`src/afch_pkg.sv`:
```
// package of frame constants for the api frame command handler
// Behaviour
// - frame id at byte 4; zero id suppresses every response frame except the length and checksum status frames
// - emit transmit-status after each data transmission unless its frame id was zero; tx_done is dropped unless the framer is idle with no start delimiter arriving
// - transmit-status carries the delivery failure code when delivery fails
// - received radio data reported as type 0x90 or 0x91 by format setting
// - no remote-command response when the remote never received the command
// - type 0x08 queries or sets a parameter then applies all pending changes
// - length in bytes 1 and 2, msb first, counts bytes before checksum
// - bytes 5 and 6 hold the two ascii command name characters
// - bytes after the name are the value; none means a read query
// - checksum is 0xff minus low eight bits of sum from byte 3
// - type 0x09 writes stay pending until 0x08 or apply command
// - read queries in a 0x09 frame are answered at once
// - pending serial rate does not take effect before apply
// - values of one, two or four bytes are interpreted identically
// - bytes before the start delimiter are silently dropped
// - malformed or bad-checksum frames get a status frame naming the failure
// - multi-byte payload fields travel most significant byte first
package afch_pkg;
  localparam logic [7:0] START_DELIM   = 8'h7E;
  localparam logic [7:0] FT_CMD        = 8'h08;
  localparam logic [7:0] FT_CMD_QUEUE  = 8'h09;
  localparam logic [7:0] FT_TX_REQ     = 8'h10;
  localparam logic [7:0] FT_REMOTE_REQ = 8'h17;
  localparam logic [7:0] FT_CMD_RESP   = 8'h88;
  localparam logic [7:0] FT_STATUS     = 8'h8A;
  localparam logic [7:0] FT_TX_STATUS  = 8'h8B;
  localparam logic [7:0] FT_RX_PLAIN   = 8'h90;
  localparam logic [7:0] FT_RX_EXPL    = 8'h91;
  localparam logic [7:0] FT_REMOTE_RSP = 8'h97;
  localparam logic [7:0] CSUM_BASE     = 8'hFF;
  // status codes carried in the status and response frames
  localparam logic [7:0] ST_BAD_CSUM   = 8'h01;
  localparam logic [7:0] ST_BAD_LEN    = 8'h02;
  localparam logic [7:0] ST_OK         = 8'h00;
  localparam logic [7:0] ST_BAD_CMD    = 8'h02;
  localparam logic [15:0] MAX_LEN      = 16'h0010;
  // parameter table: ascii names
  localparam logic [15:0] NAME_FMT     = 16'h4150;
  localparam logic [15:0] NAME_APPLY   = 16'h4143;
  localparam logic [15:0] NAME_JOIN    = 16'h4E4A;
  localparam logic [15:0] NAME_RATE    = 16'h4244;
  localparam int PARAM_CNT             = 3;
  localparam int IDX_FMT               = 0;
  localparam int IDX_JOIN              = 1;
  localparam int IDX_RATE              = 2;
  localparam logic [31:0] RST_FMT      = 32'h0000_0001;
  localparam logic [31:0] RST_JOIN     = 32'h0000_00FF;
  localparam logic [31:0] RST_RATE     = 32'h0000_0003;
  localparam int BUF_DEPTH             = 16;
  localparam int BUF_AW                = 4;
endpackage

```
`src/afch_buf.sv`:
```
// small frame byte memory with registered read data
module afch_buf #(
  parameter int DEPTH = 16,
  parameter int AW    = 4
) (
  // clock
  input  wire logic          mclk,
  // write side
  input  wire logic          wr_en,
  input  wire logic [AW-1:0] wr_addr,
  input  wire logic [7:0]    wr_data,
  // read side
  input  wire logic [AW-1:0] rd_addr,
  output logic      [7:0]    rd_data
);
  logic [7:0] mem [DEPTH];

  // write and registered read
  always_ff @(posedge mclk) begin
    if (wr_en) begin
      mem[wr_addr] <= wr_data;
    end
    rd_data <= mem[rd_addr];
  end
endmodule

```
`src/afch_top.sv`:
```
// frame parser, parameter executor and response framer
module afch_top (
  // clock and reset
  input  wire logic        mclk,
  input  wire logic        sys_rst,
  // host byte stream in
  input  wire logic        rx_valid,
  input  wire logic [7:0]  rx_byte,
  // host byte stream out
  output logic             tx_valid,
  input  wire logic        tx_ready,
  output logic      [7:0]  tx_byte,
  // radio-side events
  input  wire logic        tx_done,
  input  wire logic [7:0]  tx_done_id,
  input  wire logic [7:0]  tx_done_code,
  input  wire logic        rrsp_done,
  input  wire logic        rrsp_delivered,
  input  wire logic [7:0]  rrsp_id,
  // active settings
  output logic      [7:0]  frame_format_select,
  output logic      [7:0]  join_permit_time,
  output logic      [7:0]  serial_rate_setting,
  output logic      [7:0]  rx_frame_type
);
  typedef enum logic [3:0] {
    S_IDLE  = 4'b0000,
    S_LENH  = 4'b0001,
    S_LENL  = 4'b0010,
    S_DATA  = 4'b0011,
    S_CSUM  = 4'b0100,
    S_EXEC  = 4'b0101,
    S_SEND  = 4'b0110
  } afch_state_t;

  typedef struct packed {
    afch_state_t st;
    logic [15:0] len;
    logic [15:0] cnt;
    logic [7:0]  sum;
    logic [7:0]  ftype;
    logic [7:0]  fid;
    logic [15:0] name;
    logic [31:0] val;
    logic [2:0]  vcnt;
    logic [31:0] act_fmt;
    logic [31:0] act_join;
    logic [31:0] act_rate;
    logic [31:0] pend_fmt;
    logic [31:0] pend_join;
    logic [31:0] pend_rate;
    logic [2:0]  dirty;
    // outgoing frame: type, id, status, value byte
    logic [7:0]  o_type;
    logic [7:0]  o_id;
    logic [7:0]  o_code;
    logic [7:0]  o_val;
    logic        o_hasval;
    logic [2:0]  o_pos;
    logic [7:0]  o_sum;
    logic        tx_v;
    logic [7:0]  tx_b;
  } afch_state_s_t;

  afch_state_s_t s, next_s;

  // two-flop catch of the host stream pins
  logic       rxv_m, rxv;
  logic [7:0] rxb_m, rxb;
  always_ff @(posedge mclk) begin
    rxv_m <= rx_valid;
    rxb_m <= rx_byte;
    rxv   <= rxv_m;
    rxb   <= rxb_m;
  end

  // keep the last few payload bytes for debugging reads
  logic [7:0] buf_q;
  afch_buf #(.DEPTH(afch_pkg::BUF_DEPTH), .AW(afch_pkg::BUF_AW)) u_buf (
    .mclk    (mclk),
    .wr_en   (rxv && s.st == S_DATA),
    .wr_addr (s.cnt[afch_pkg::BUF_AW-1:0]),
    .wr_data (rxb),
    .rd_addr (s.cnt[afch_pkg::BUF_AW-1:0]),
    .rd_data (buf_q)
  );

  // start an outgoing frame unless the id asks for silence
  function automatic afch_state_s_t queue_frame(afch_state_s_t x, logic [7:0] t,
      logic [7:0] id, logic [7:0] code, logic [7:0] v, logic hv, logic force_out);
    afch_state_s_t y;
    y = x;
    if (id != 8'h00 || force_out) begin
      y.o_type   = t;
      y.o_id     = id;
      y.o_code   = code;
      y.o_val    = v;
      y.o_hasval = hv;
      y.o_pos    = 3'd0;
      y.st       = S_SEND;
    end else begin
      y.st = S_IDLE;
    end
    return y;
  endfunction

  // byte to emit at a given position of the outgoing frame
  function automatic logic [7:0] frame_byte(afch_state_s_t x);
    logic [7:0] r;
    r = 8'h00;
    case (x.o_pos)
      3'd0: r = afch_pkg::START_DELIM;
      3'd1: r = 8'h00;
      3'd2: r = x.o_hasval ? 8'h04 : 8'h03;
      3'd3: r = x.o_type;
      3'd4: r = x.o_id;
      3'd5: r = x.o_code;
      3'd6: r = x.o_hasval ? x.o_val : afch_pkg::CSUM_BASE - x.o_sum;
      default: r = afch_pkg::CSUM_BASE - x.o_sum;
    endcase
    return r;
  endfunction

  logic [7:0]  csum_next;
  logic        is_read;
  logic        known;
  logic        is_param;
  logic [31:0] cur_val;
  assign csum_next = s.sum + rxb;
  assign is_read   = (s.vcnt == 3'd0);
  assign known     = s.name == afch_pkg::NAME_FMT || s.name == afch_pkg::NAME_JOIN
                  || s.name == afch_pkg::NAME_RATE || s.name == afch_pkg::NAME_APPLY;
  // apply names no parameter, so it never answers with a value byte
  assign is_param  = known && s.name != afch_pkg::NAME_APPLY;
  assign cur_val   = (s.name == afch_pkg::NAME_FMT)  ? s.act_fmt  :
                     (s.name == afch_pkg::NAME_JOIN) ? s.act_join : s.act_rate;

  // next-state logic
  always_comb begin
    next_s    = s;
    next_s.tx_v = 1'b0;
    case (s.st)
      S_IDLE: begin
        if (rxv && rxb == afch_pkg::START_DELIM) begin
          next_s.st = S_LENH;
        end
      end
      S_LENH: if (rxv) begin
        next_s.len[15:8] = rxb;
        next_s.st = S_LENL;
      end
      S_LENL: if (rxv) begin
        next_s.len[7:0] = rxb;
        next_s.cnt  = 16'h0000;
        next_s.sum  = 8'h00;
        next_s.val  = 32'h0000_0000;
        next_s.vcnt = 3'd0;
        next_s.name = 16'h0000;
        next_s.fid  = 8'h00;
        if ({s.len[15:8], rxb} == 16'h0000 || {s.len[15:8], rxb} > afch_pkg::MAX_LEN) begin
          next_s = queue_frame(next_s, afch_pkg::FT_STATUS, 8'h00, afch_pkg::ST_BAD_LEN,
                               8'h00, 1'b0, 1'b1);
        end else begin
          next_s.st = S_DATA;
        end
      end
      S_DATA: if (rxv) begin
        next_s.sum = csum_next;
        next_s.cnt = s.cnt + 16'h0001;
        case (s.cnt)
          16'h0000: next_s.ftype = rxb;
          16'h0001: next_s.fid = rxb;
          16'h0002: next_s.name[15:8] = rxb;
          16'h0003: next_s.name[7:0] = rxb;
          default: begin
            next_s.val  = {s.val[23:0], rxb};
            next_s.vcnt = s.vcnt + 3'd1;
          end
        endcase
        if (s.cnt + 16'h0001 == s.len) begin
          next_s.st = S_CSUM;
        end
      end
      S_CSUM: if (rxv) begin
        if (csum_next != afch_pkg::CSUM_BASE) begin
          next_s = queue_frame(s, afch_pkg::FT_STATUS, 8'h00, afch_pkg::ST_BAD_CSUM,
                               8'h00, 1'b0, 1'b1);
        end else begin
          next_s.st = S_EXEC;
        end
      end
      S_EXEC: begin
        if (s.ftype == afch_pkg::FT_CMD || s.ftype == afch_pkg::FT_CMD_QUEUE) begin
          if (!is_read) begin
            // writes always land in the pending copy first
            case (s.name)
              afch_pkg::NAME_FMT:  begin next_s.pend_fmt  = s.val; next_s.dirty[0] = 1'b1; end
              afch_pkg::NAME_JOIN: begin next_s.pend_join = s.val; next_s.dirty[1] = 1'b1; end
              afch_pkg::NAME_RATE: begin next_s.pend_rate = s.val; next_s.dirty[2] = 1'b1; end
              default: ;
            endcase
          end
          if (s.ftype == afch_pkg::FT_CMD || s.name == afch_pkg::NAME_APPLY) begin
            // apply: rate change waits until here
            next_s.act_fmt  = next_s.pend_fmt;
            next_s.act_join = next_s.pend_join;
            next_s.act_rate = next_s.pend_rate;
            next_s.dirty    = 3'b000;
          end
          // reads answer at once from active value
          next_s = queue_frame(next_s, afch_pkg::FT_CMD_RESP, s.fid,
                               known ? afch_pkg::ST_OK : afch_pkg::ST_BAD_CMD,
                               cur_val[7:0], is_read && is_param, 1'b0);
        end else begin
          next_s.st = S_IDLE; // other types are dropped here without a response
        end
      end
      S_SEND: begin
        next_s.tx_v = 1'b1;
        next_s.tx_b = frame_byte(s);
        if (s.tx_v && tx_ready) begin
          if (s.o_pos >= 3'd3) begin
            next_s.o_sum = s.o_sum + s.tx_b;
          end
          if ((s.o_hasval && s.o_pos == 3'd7) || (!s.o_hasval && s.o_pos == 3'd6)) begin
            next_s.st   = S_IDLE;
            next_s.tx_v = 1'b0;
          end else begin
            next_s.o_pos = s.o_pos + 3'd1;
            next_s.tx_b  = frame_byte(next_s);
          end
        end
      end
      default: next_s.st = S_IDLE;
    endcase
    // radio events only when the framer is free
    if (s.st == S_IDLE && !(rxv && rxb == afch_pkg::START_DELIM)) begin
      if (tx_done) begin
        next_s = queue_frame(s, afch_pkg::FT_TX_STATUS, tx_done_id, tx_done_code,
                             8'h00, 1'b0, 1'b0);
      end else if (rrsp_done && rrsp_delivered) begin
        next_s = queue_frame(s, afch_pkg::FT_REMOTE_RSP, rrsp_id, afch_pkg::ST_OK,
                             8'h00, 1'b0, 1'b0);
      end
    end
    if (next_s.st == S_SEND && s.st != S_SEND) begin
      next_s.o_sum = 8'h00;
    end
  end

  // state register
  always_ff @(posedge mclk) begin
    if (sys_rst) begin
      s           <= '0;
      s.st        <= S_IDLE;
      s.act_fmt   <= afch_pkg::RST_FMT;
      s.act_join  <= afch_pkg::RST_JOIN;
      s.act_rate  <= afch_pkg::RST_RATE;
      s.pend_fmt  <= afch_pkg::RST_FMT;
      s.pend_join <= afch_pkg::RST_JOIN;
      s.pend_rate <= afch_pkg::RST_RATE;
    end else begin
      s <= next_s;
    end
  end

  assign tx_valid            = s.tx_v;
  assign tx_byte             = s.tx_b;
  assign frame_format_select = s.act_fmt[7:0];
  assign join_permit_time    = s.act_join[7:0];
  assign serial_rate_setting = s.act_rate[7:0];
  // received data type follows the active format
  assign rx_frame_type = (s.act_fmt[7:0] == 8'h01) ? afch_pkg::FT_RX_EXPL
                                                   : afch_pkg::FT_RX_PLAIN;

  // zero frame id on a transmit-status event gives no frame
  property p_silent_zero_id;
    @(posedge mclk) disable iff (sys_rst)
      (s.st == S_IDLE && tx_done && tx_done_id == 8'h00 && !rxv) |=> s.st == S_IDLE;
  endproperty
  a_silent_zero_id: assert property (p_silent_zero_id) else $error("response sent for id 0");

  // queued write leaves the active rate alone
  property p_rate_held;
    @(posedge mclk) disable iff (sys_rst)
      (s.st == S_EXEC && s.ftype == afch_pkg::FT_CMD_QUEUE && s.name == afch_pkg::NAME_RATE)
      |=> $stable(s.act_rate);
  endproperty
  a_rate_held: assert property (p_rate_held) else $error("rate applied too early");

  // command frame applies pending values
  property p_apply;
    @(posedge mclk) disable iff (sys_rst)
      (s.st == S_EXEC && s.ftype == afch_pkg::FT_CMD) |=> s.dirty == 3'b000;
  endproperty
  a_apply: assert property (p_apply) else $error("pending not applied");

  // a command with a zero id finishes without a response frame
  property p_silent_cmd;
    @(posedge mclk) disable iff (sys_rst)
      (s.st == S_EXEC && s.fid == 8'h00
       && (s.ftype == afch_pkg::FT_CMD || s.ftype == afch_pkg::FT_CMD_QUEUE))
      |=> s.st == S_IDLE;
  endproperty
  a_silent_cmd: assert property (p_silent_cmd) else $error("command answered for id 0");

  // stray bytes in idle never start a frame
  property p_drop_stray;
    @(posedge mclk) disable iff (sys_rst)
      (s.st == S_IDLE && rxv && rxb != afch_pkg::START_DELIM && !tx_done && !rrsp_done)
      |=> s.st == S_IDLE;
  endproperty
  a_drop_stray: assert property (p_drop_stray) else $error("stray byte started a frame");

  // a failed checksum queues a status frame naming the failure
  property p_bad_csum;
    @(posedge mclk) disable iff (sys_rst)
      (s.st == S_CSUM && rxv && csum_next != afch_pkg::CSUM_BASE)
      |=> (s.st == S_SEND && s.o_type == afch_pkg::FT_STATUS
           && s.o_code == afch_pkg::ST_BAD_CSUM);
  endproperty
  a_bad_csum: assert property (p_bad_csum) else $error("no status for bad checksum");
endmodule

```
`config.mk`:
```
export PLATFORM = sky130hd
export DESIGN_NAME = afch_top
export DESIGN_NICKNAME = d
export VERILOG_FILES = /design/src/afch_pkg.sv /design/src/afch_buf.sv /design/src/afch_top.sv
export SDC_FILE = /design/constraint.sdc
export NUM_CORES = 1
export LEC_CHECK = 0
export BUFFER_PORTS_ARGS = -buffer_cell sky130_fd_sc_hd__clkbuf_2
export CORE_UTILIZATION = 50
export DETAILED_ROUTE_END_ITERATION = 10
export MAX_ROUTING_LAYER = met4
export PLACE_DENSITY = 0.68
export SKIP_LAST_GASP = 1
export SLEW_MARGIN = 20
export SYNTH_ARGS = -nofsm -noshare
export SYNTH_HDL_FRONTEND = slang
export SYNTH_SLANG_ARGS = --single-unit
export TNS_END_PERCENT = 50
```
`constraint.sdc`:
```
create_clock -name mclk -period 3.95 [get_ports mclk]
set_input_delay 0.395 -clock mclk [delete_from_list [all_inputs] [get_ports mclk]]
set_output_delay 0.395 -clock mclk [all_outputs]
set_load 0.03 [all_outputs]
```
==> flow_metrics.env <==
export IMPL_status="finished clean"
export IMPL_layout_cells_non_filler=1621
export IMPL_fin_crit_ns=3.66
export IMPL_p_per_area_nw_per_um2=378
export IMPL_grt_util_all_layers_pct=27.9
export IMPL_startpoint="rxb[1]$_DFF_P_"
export IMPL_synth_edf_count=0
export IMPL_r2r_slack_ns=0.29
export IMPL_drt_wl_total_mm=30.3
export IMPL_rsz0062_at_grt="no"
export IMPL_hold_path_class="input pin to flip-flop"
export IMPL_hpwl_mm=21.1
export IMPL_dp_slack_ns=0.362
export IMPL_grt_pass1_vias=9027
export IMPL_grt_pass1_wl_mm=48.7
export IMPL_multi_input_area_um2=6140
export IMPL_synth_top_flop_cell="dfxtp_1"
export IMPL_yosys_warnings=0
export IMPL_setup_violations_final=0
export IMPL_finalHoldViolCount=0
export IMPL_vias_per_cell=6.03
export IMPL_maxSlewViolCount=0
export IMPL_p_comb_share_pct=6.0
export IMPL_setup_tns_ns=0
export IMPL_netlist_instances=1332
export IMPL_dp_cells=1573
export IMPL_port_buffers=72
export IMPL_final_setup_skew_ns=0.00895
export IMPL_die_h_um=151
export IMPL_crit_type="flip-flop to flip-flop"
export IMPL_worstHoldStart="tx_done_code[4]"
export IMPL_max_freq_ghz=0.273
export IMPL_hold_depth=3
export IMPL_cts_sinks=206
export IMPL_die_x_um=151
export IMPL_cp_arrival_ns=4.03
export IMPL_synthArstFlopShare_pct=0
export IMPL_synthesis_area_um2=11000
export IMPL_ys_types=85
export IMPL_cp_max_fo=21
export IMPL_ant_nets=0
export IMPL_drive_gt1_share_pct=12.2
export IMPL_gp_congestion=0.930
export IMPL_num_rows=53
export IMPL_grt_max_degree=60
export IMPL_p_leak_nw=4.34
export IMPL_avgSynthCellArea_um2=8.29
export IMPL_pwr_share_seq_pct=47.0
export IMPL_max_cap_violations=0
export IMPL_rr_startpoint="rxb[1]$_DFF_P_"
export IMPL_ys_seq_elements=206
export IMPL_fin_nets=1401
export IMPL_vias=9779
export IMPL_coreArea_um2=21400
export IMPL_io_pin_count=80
export IMPL_max_slew_margin_rel_pct=25.8
export IMPL_clockBufferDepth=3
export IMPL_diodes=0
export IMPL_drc=0
export IMPL_postCtsSetupBuffers=0
export IMPL_reg2reg_to="s[27]$_SDFFE_PP0P_"
export IMPL_required_ns=4.32
export IMPL_antenna_found_initial=0
export IMPL_start_kind="flip-flop"
export IMPL_yosysSeqAreaShare_pct=37.4
export IMPL_period_share_pct=92.6
export IMPL_p_switching_w=0.00107
export IMPL_crit_path_end_kind="flip-flop"
export IMPL_cts_buffers=23
export IMPL_p_int_w=0.00351
export IMPL_die_area_um2=22700
export IMPL_htree_levels=1
export IMPL_avgRoutedWirePerCell_um=18.7
export IMPL_cts_root_buf="clkbuf_16"
export IMPL_firstDrtPassIters=5
export IMPL_cts_tree="done"
export IMPL_tightest_slew_ns=1.11
export IMPL_power_share_switching_pct=23.4
export IMPL_syn2layout_area_growth_pct=9.76
export IMPL_clk_latency_ns=0.51
export IMPL_initial_utilization_pct=51.7
export IMPL_final_util_pct=56.8
export IMPL_seq_area_um2=4120
export IMPL_drt_iter0_markers=975
export IMPL_clkPwrFrac_pct=47.1
export IMPL_setup_ws_ns=0.293
export IMPL_final_fill_count=1990
export IMPL_r2r_cells=9
export IMPL_cts_clk_slew_worst_paths_ns=0.06
export IMPL_vdd_ir_drop_max_mv=0.381
export IMPL_grt_overflow_total=0
export IMPL_hold_path_endpoint="s[33]$_SDFFE_PP0P_"
==> cell usage after synthesis, types with 17 or more instances <==
master | instances | area, um2
a211oi_1 | 17 | 128
a21oi_1 | 103 | 515
a22oi_1 | 25 | 188
a32oi_1 | 17 | 149
buf_2 | 17 | 85.1
buf_4 | 39 | 293
clkbuf_1 | 73 | 274
dfxtp_1 | 206 | 4120
ha_1 | 28 | 350
inv_1 | 28 | 105
mux2i_1 | 61 | 611
nand2_1 | 134 | 503
nand3_1 | 51 | 255
nor2_1 | 142 | 533
nor3_1 | 35 | 175
nor4_1 | 19 | 119
o21ai_0 | 45 | 225
o22ai_1 | 17 | 106
xnor2_1 | 19 | 166
==> through the flow <==
step	total power (W)	cell area, um2	hold slack, ns
after floorplan	0.00237	11100	0.310
after global placement	0.00246	11300	0.310
after detailed placement	0.00246	11300	0.312
after CTS	0.00462	12100	0.0694
after global routing	0.00474	12100	0.0832
final	0.00459	12100	0.0868
==> critical path, stage by stage, from the launching register on <==
cell and delay [ns]:
dfxtp_1 0.61, ha_1 0.33, a211oi_2 0.38, o211ai_2 0.16
a211oi_4 0.32, xor2_2 0.25, o21ai_2 0.16, a211oi_4 0.87
buf_4 0.34, o32ai_1 0.10
==> cell usage in the layout (no fill, tap or decap), drive strengths merged, types with 20 or more instances in the layout <==
master / instances
dfxtp: 206
nor2: 144
nand2: 134
a21oi: 104
clkbuf: 104
mux2i: 61
o21ai: 54
nand3: 51
nor3: 37
inv: 29
ha: 28
buf: 26
a22oi: 25
a211oi: 21
nor4: 20
==> metal layers <==
metal / vias to the layer above / share of wire, % / routed length, um / track usage [%]
met1: 4634 / 48 / 14700 / 38.9
met2: 304 / 43 / 13100 / 41.5
met5: - / 0 / 0 / -
met3: 54 / 5.9 / 1790 / 4.45
li1: 4787 / - / - / -
met4: 0 / 2.3 / 689 / 8.15
==> worst max-delay path by stage <==
stage / endpoint
finish: s[27]$_SDFFE_PP0P_
global route: s[31]$_SDFFE_PP0P_
CTS: s[27]$_SDFFE_PP0P_
detailed placement: s[27]$_SDFFE_PP0P_
global placement: s[27]$_SDFFE_PP0P_
floorplan: s[48]$_SDFFE_PP0P_
==> cell families after synthesis <==
| group | share of synthesized area, % |
|---|---|
| AO/OA/AOI/OAI | 21.0 |
| flip-flops | 37.4 |
| XOR/XNOR | 2.69 |
| multiplexers | 5.53 |
| adder cells (fa/ha/maj) | 3.54 |
| buffers and inverters | 7.45 |
| AND/OR/NAND/NOR | 22.4 |
| other | 0.0680 |
==> power groups by stage <==
stage	sequential, W	clock, W	combinational, W
floorplan	0.00217	0	0.000198
global placement	0.00220	0	0.000261
detailed placement	0.00220	0	0.000262
CTS	0.00215	0.00220	0.000271
global route	0.00216	0.00229	0.000298
finish	0.00215	0.00216	0.000274
==> layout make-up <==
| class | count | area share, % |
|---|---|---|
| multi-input combinational | 966 | 50.6 |
| sequential | 206 | 34.0 |
| clock buffer | 33 | 5.55 |
| timing repair buffer | 106 | 5.29 |
| tap | 275 | 2.84 |
| inverter | 29 | 0.898 |
| clock inverter | 6 | 0.743 |
==> repair_timing <==
item,4_1_cts,5_1_grt
setup endpoints to repair,0,0
hold buffers,9,0
resized for setup,0,0
hold endpoints to repair,9,0
==> registers in the layout (all words and copies together), names as in the netlist, 8 cells and up <==
| register | count |
|---|---|
| serial_rate_setting | 8 |
| tx_byte | 8 |
| s | 155 |
| rxb | 8 |
| join_permit_time | 8 |
| rxb_m | 8 |
| frame_format_select | 8 |
(Power assumes the default switching activity.)
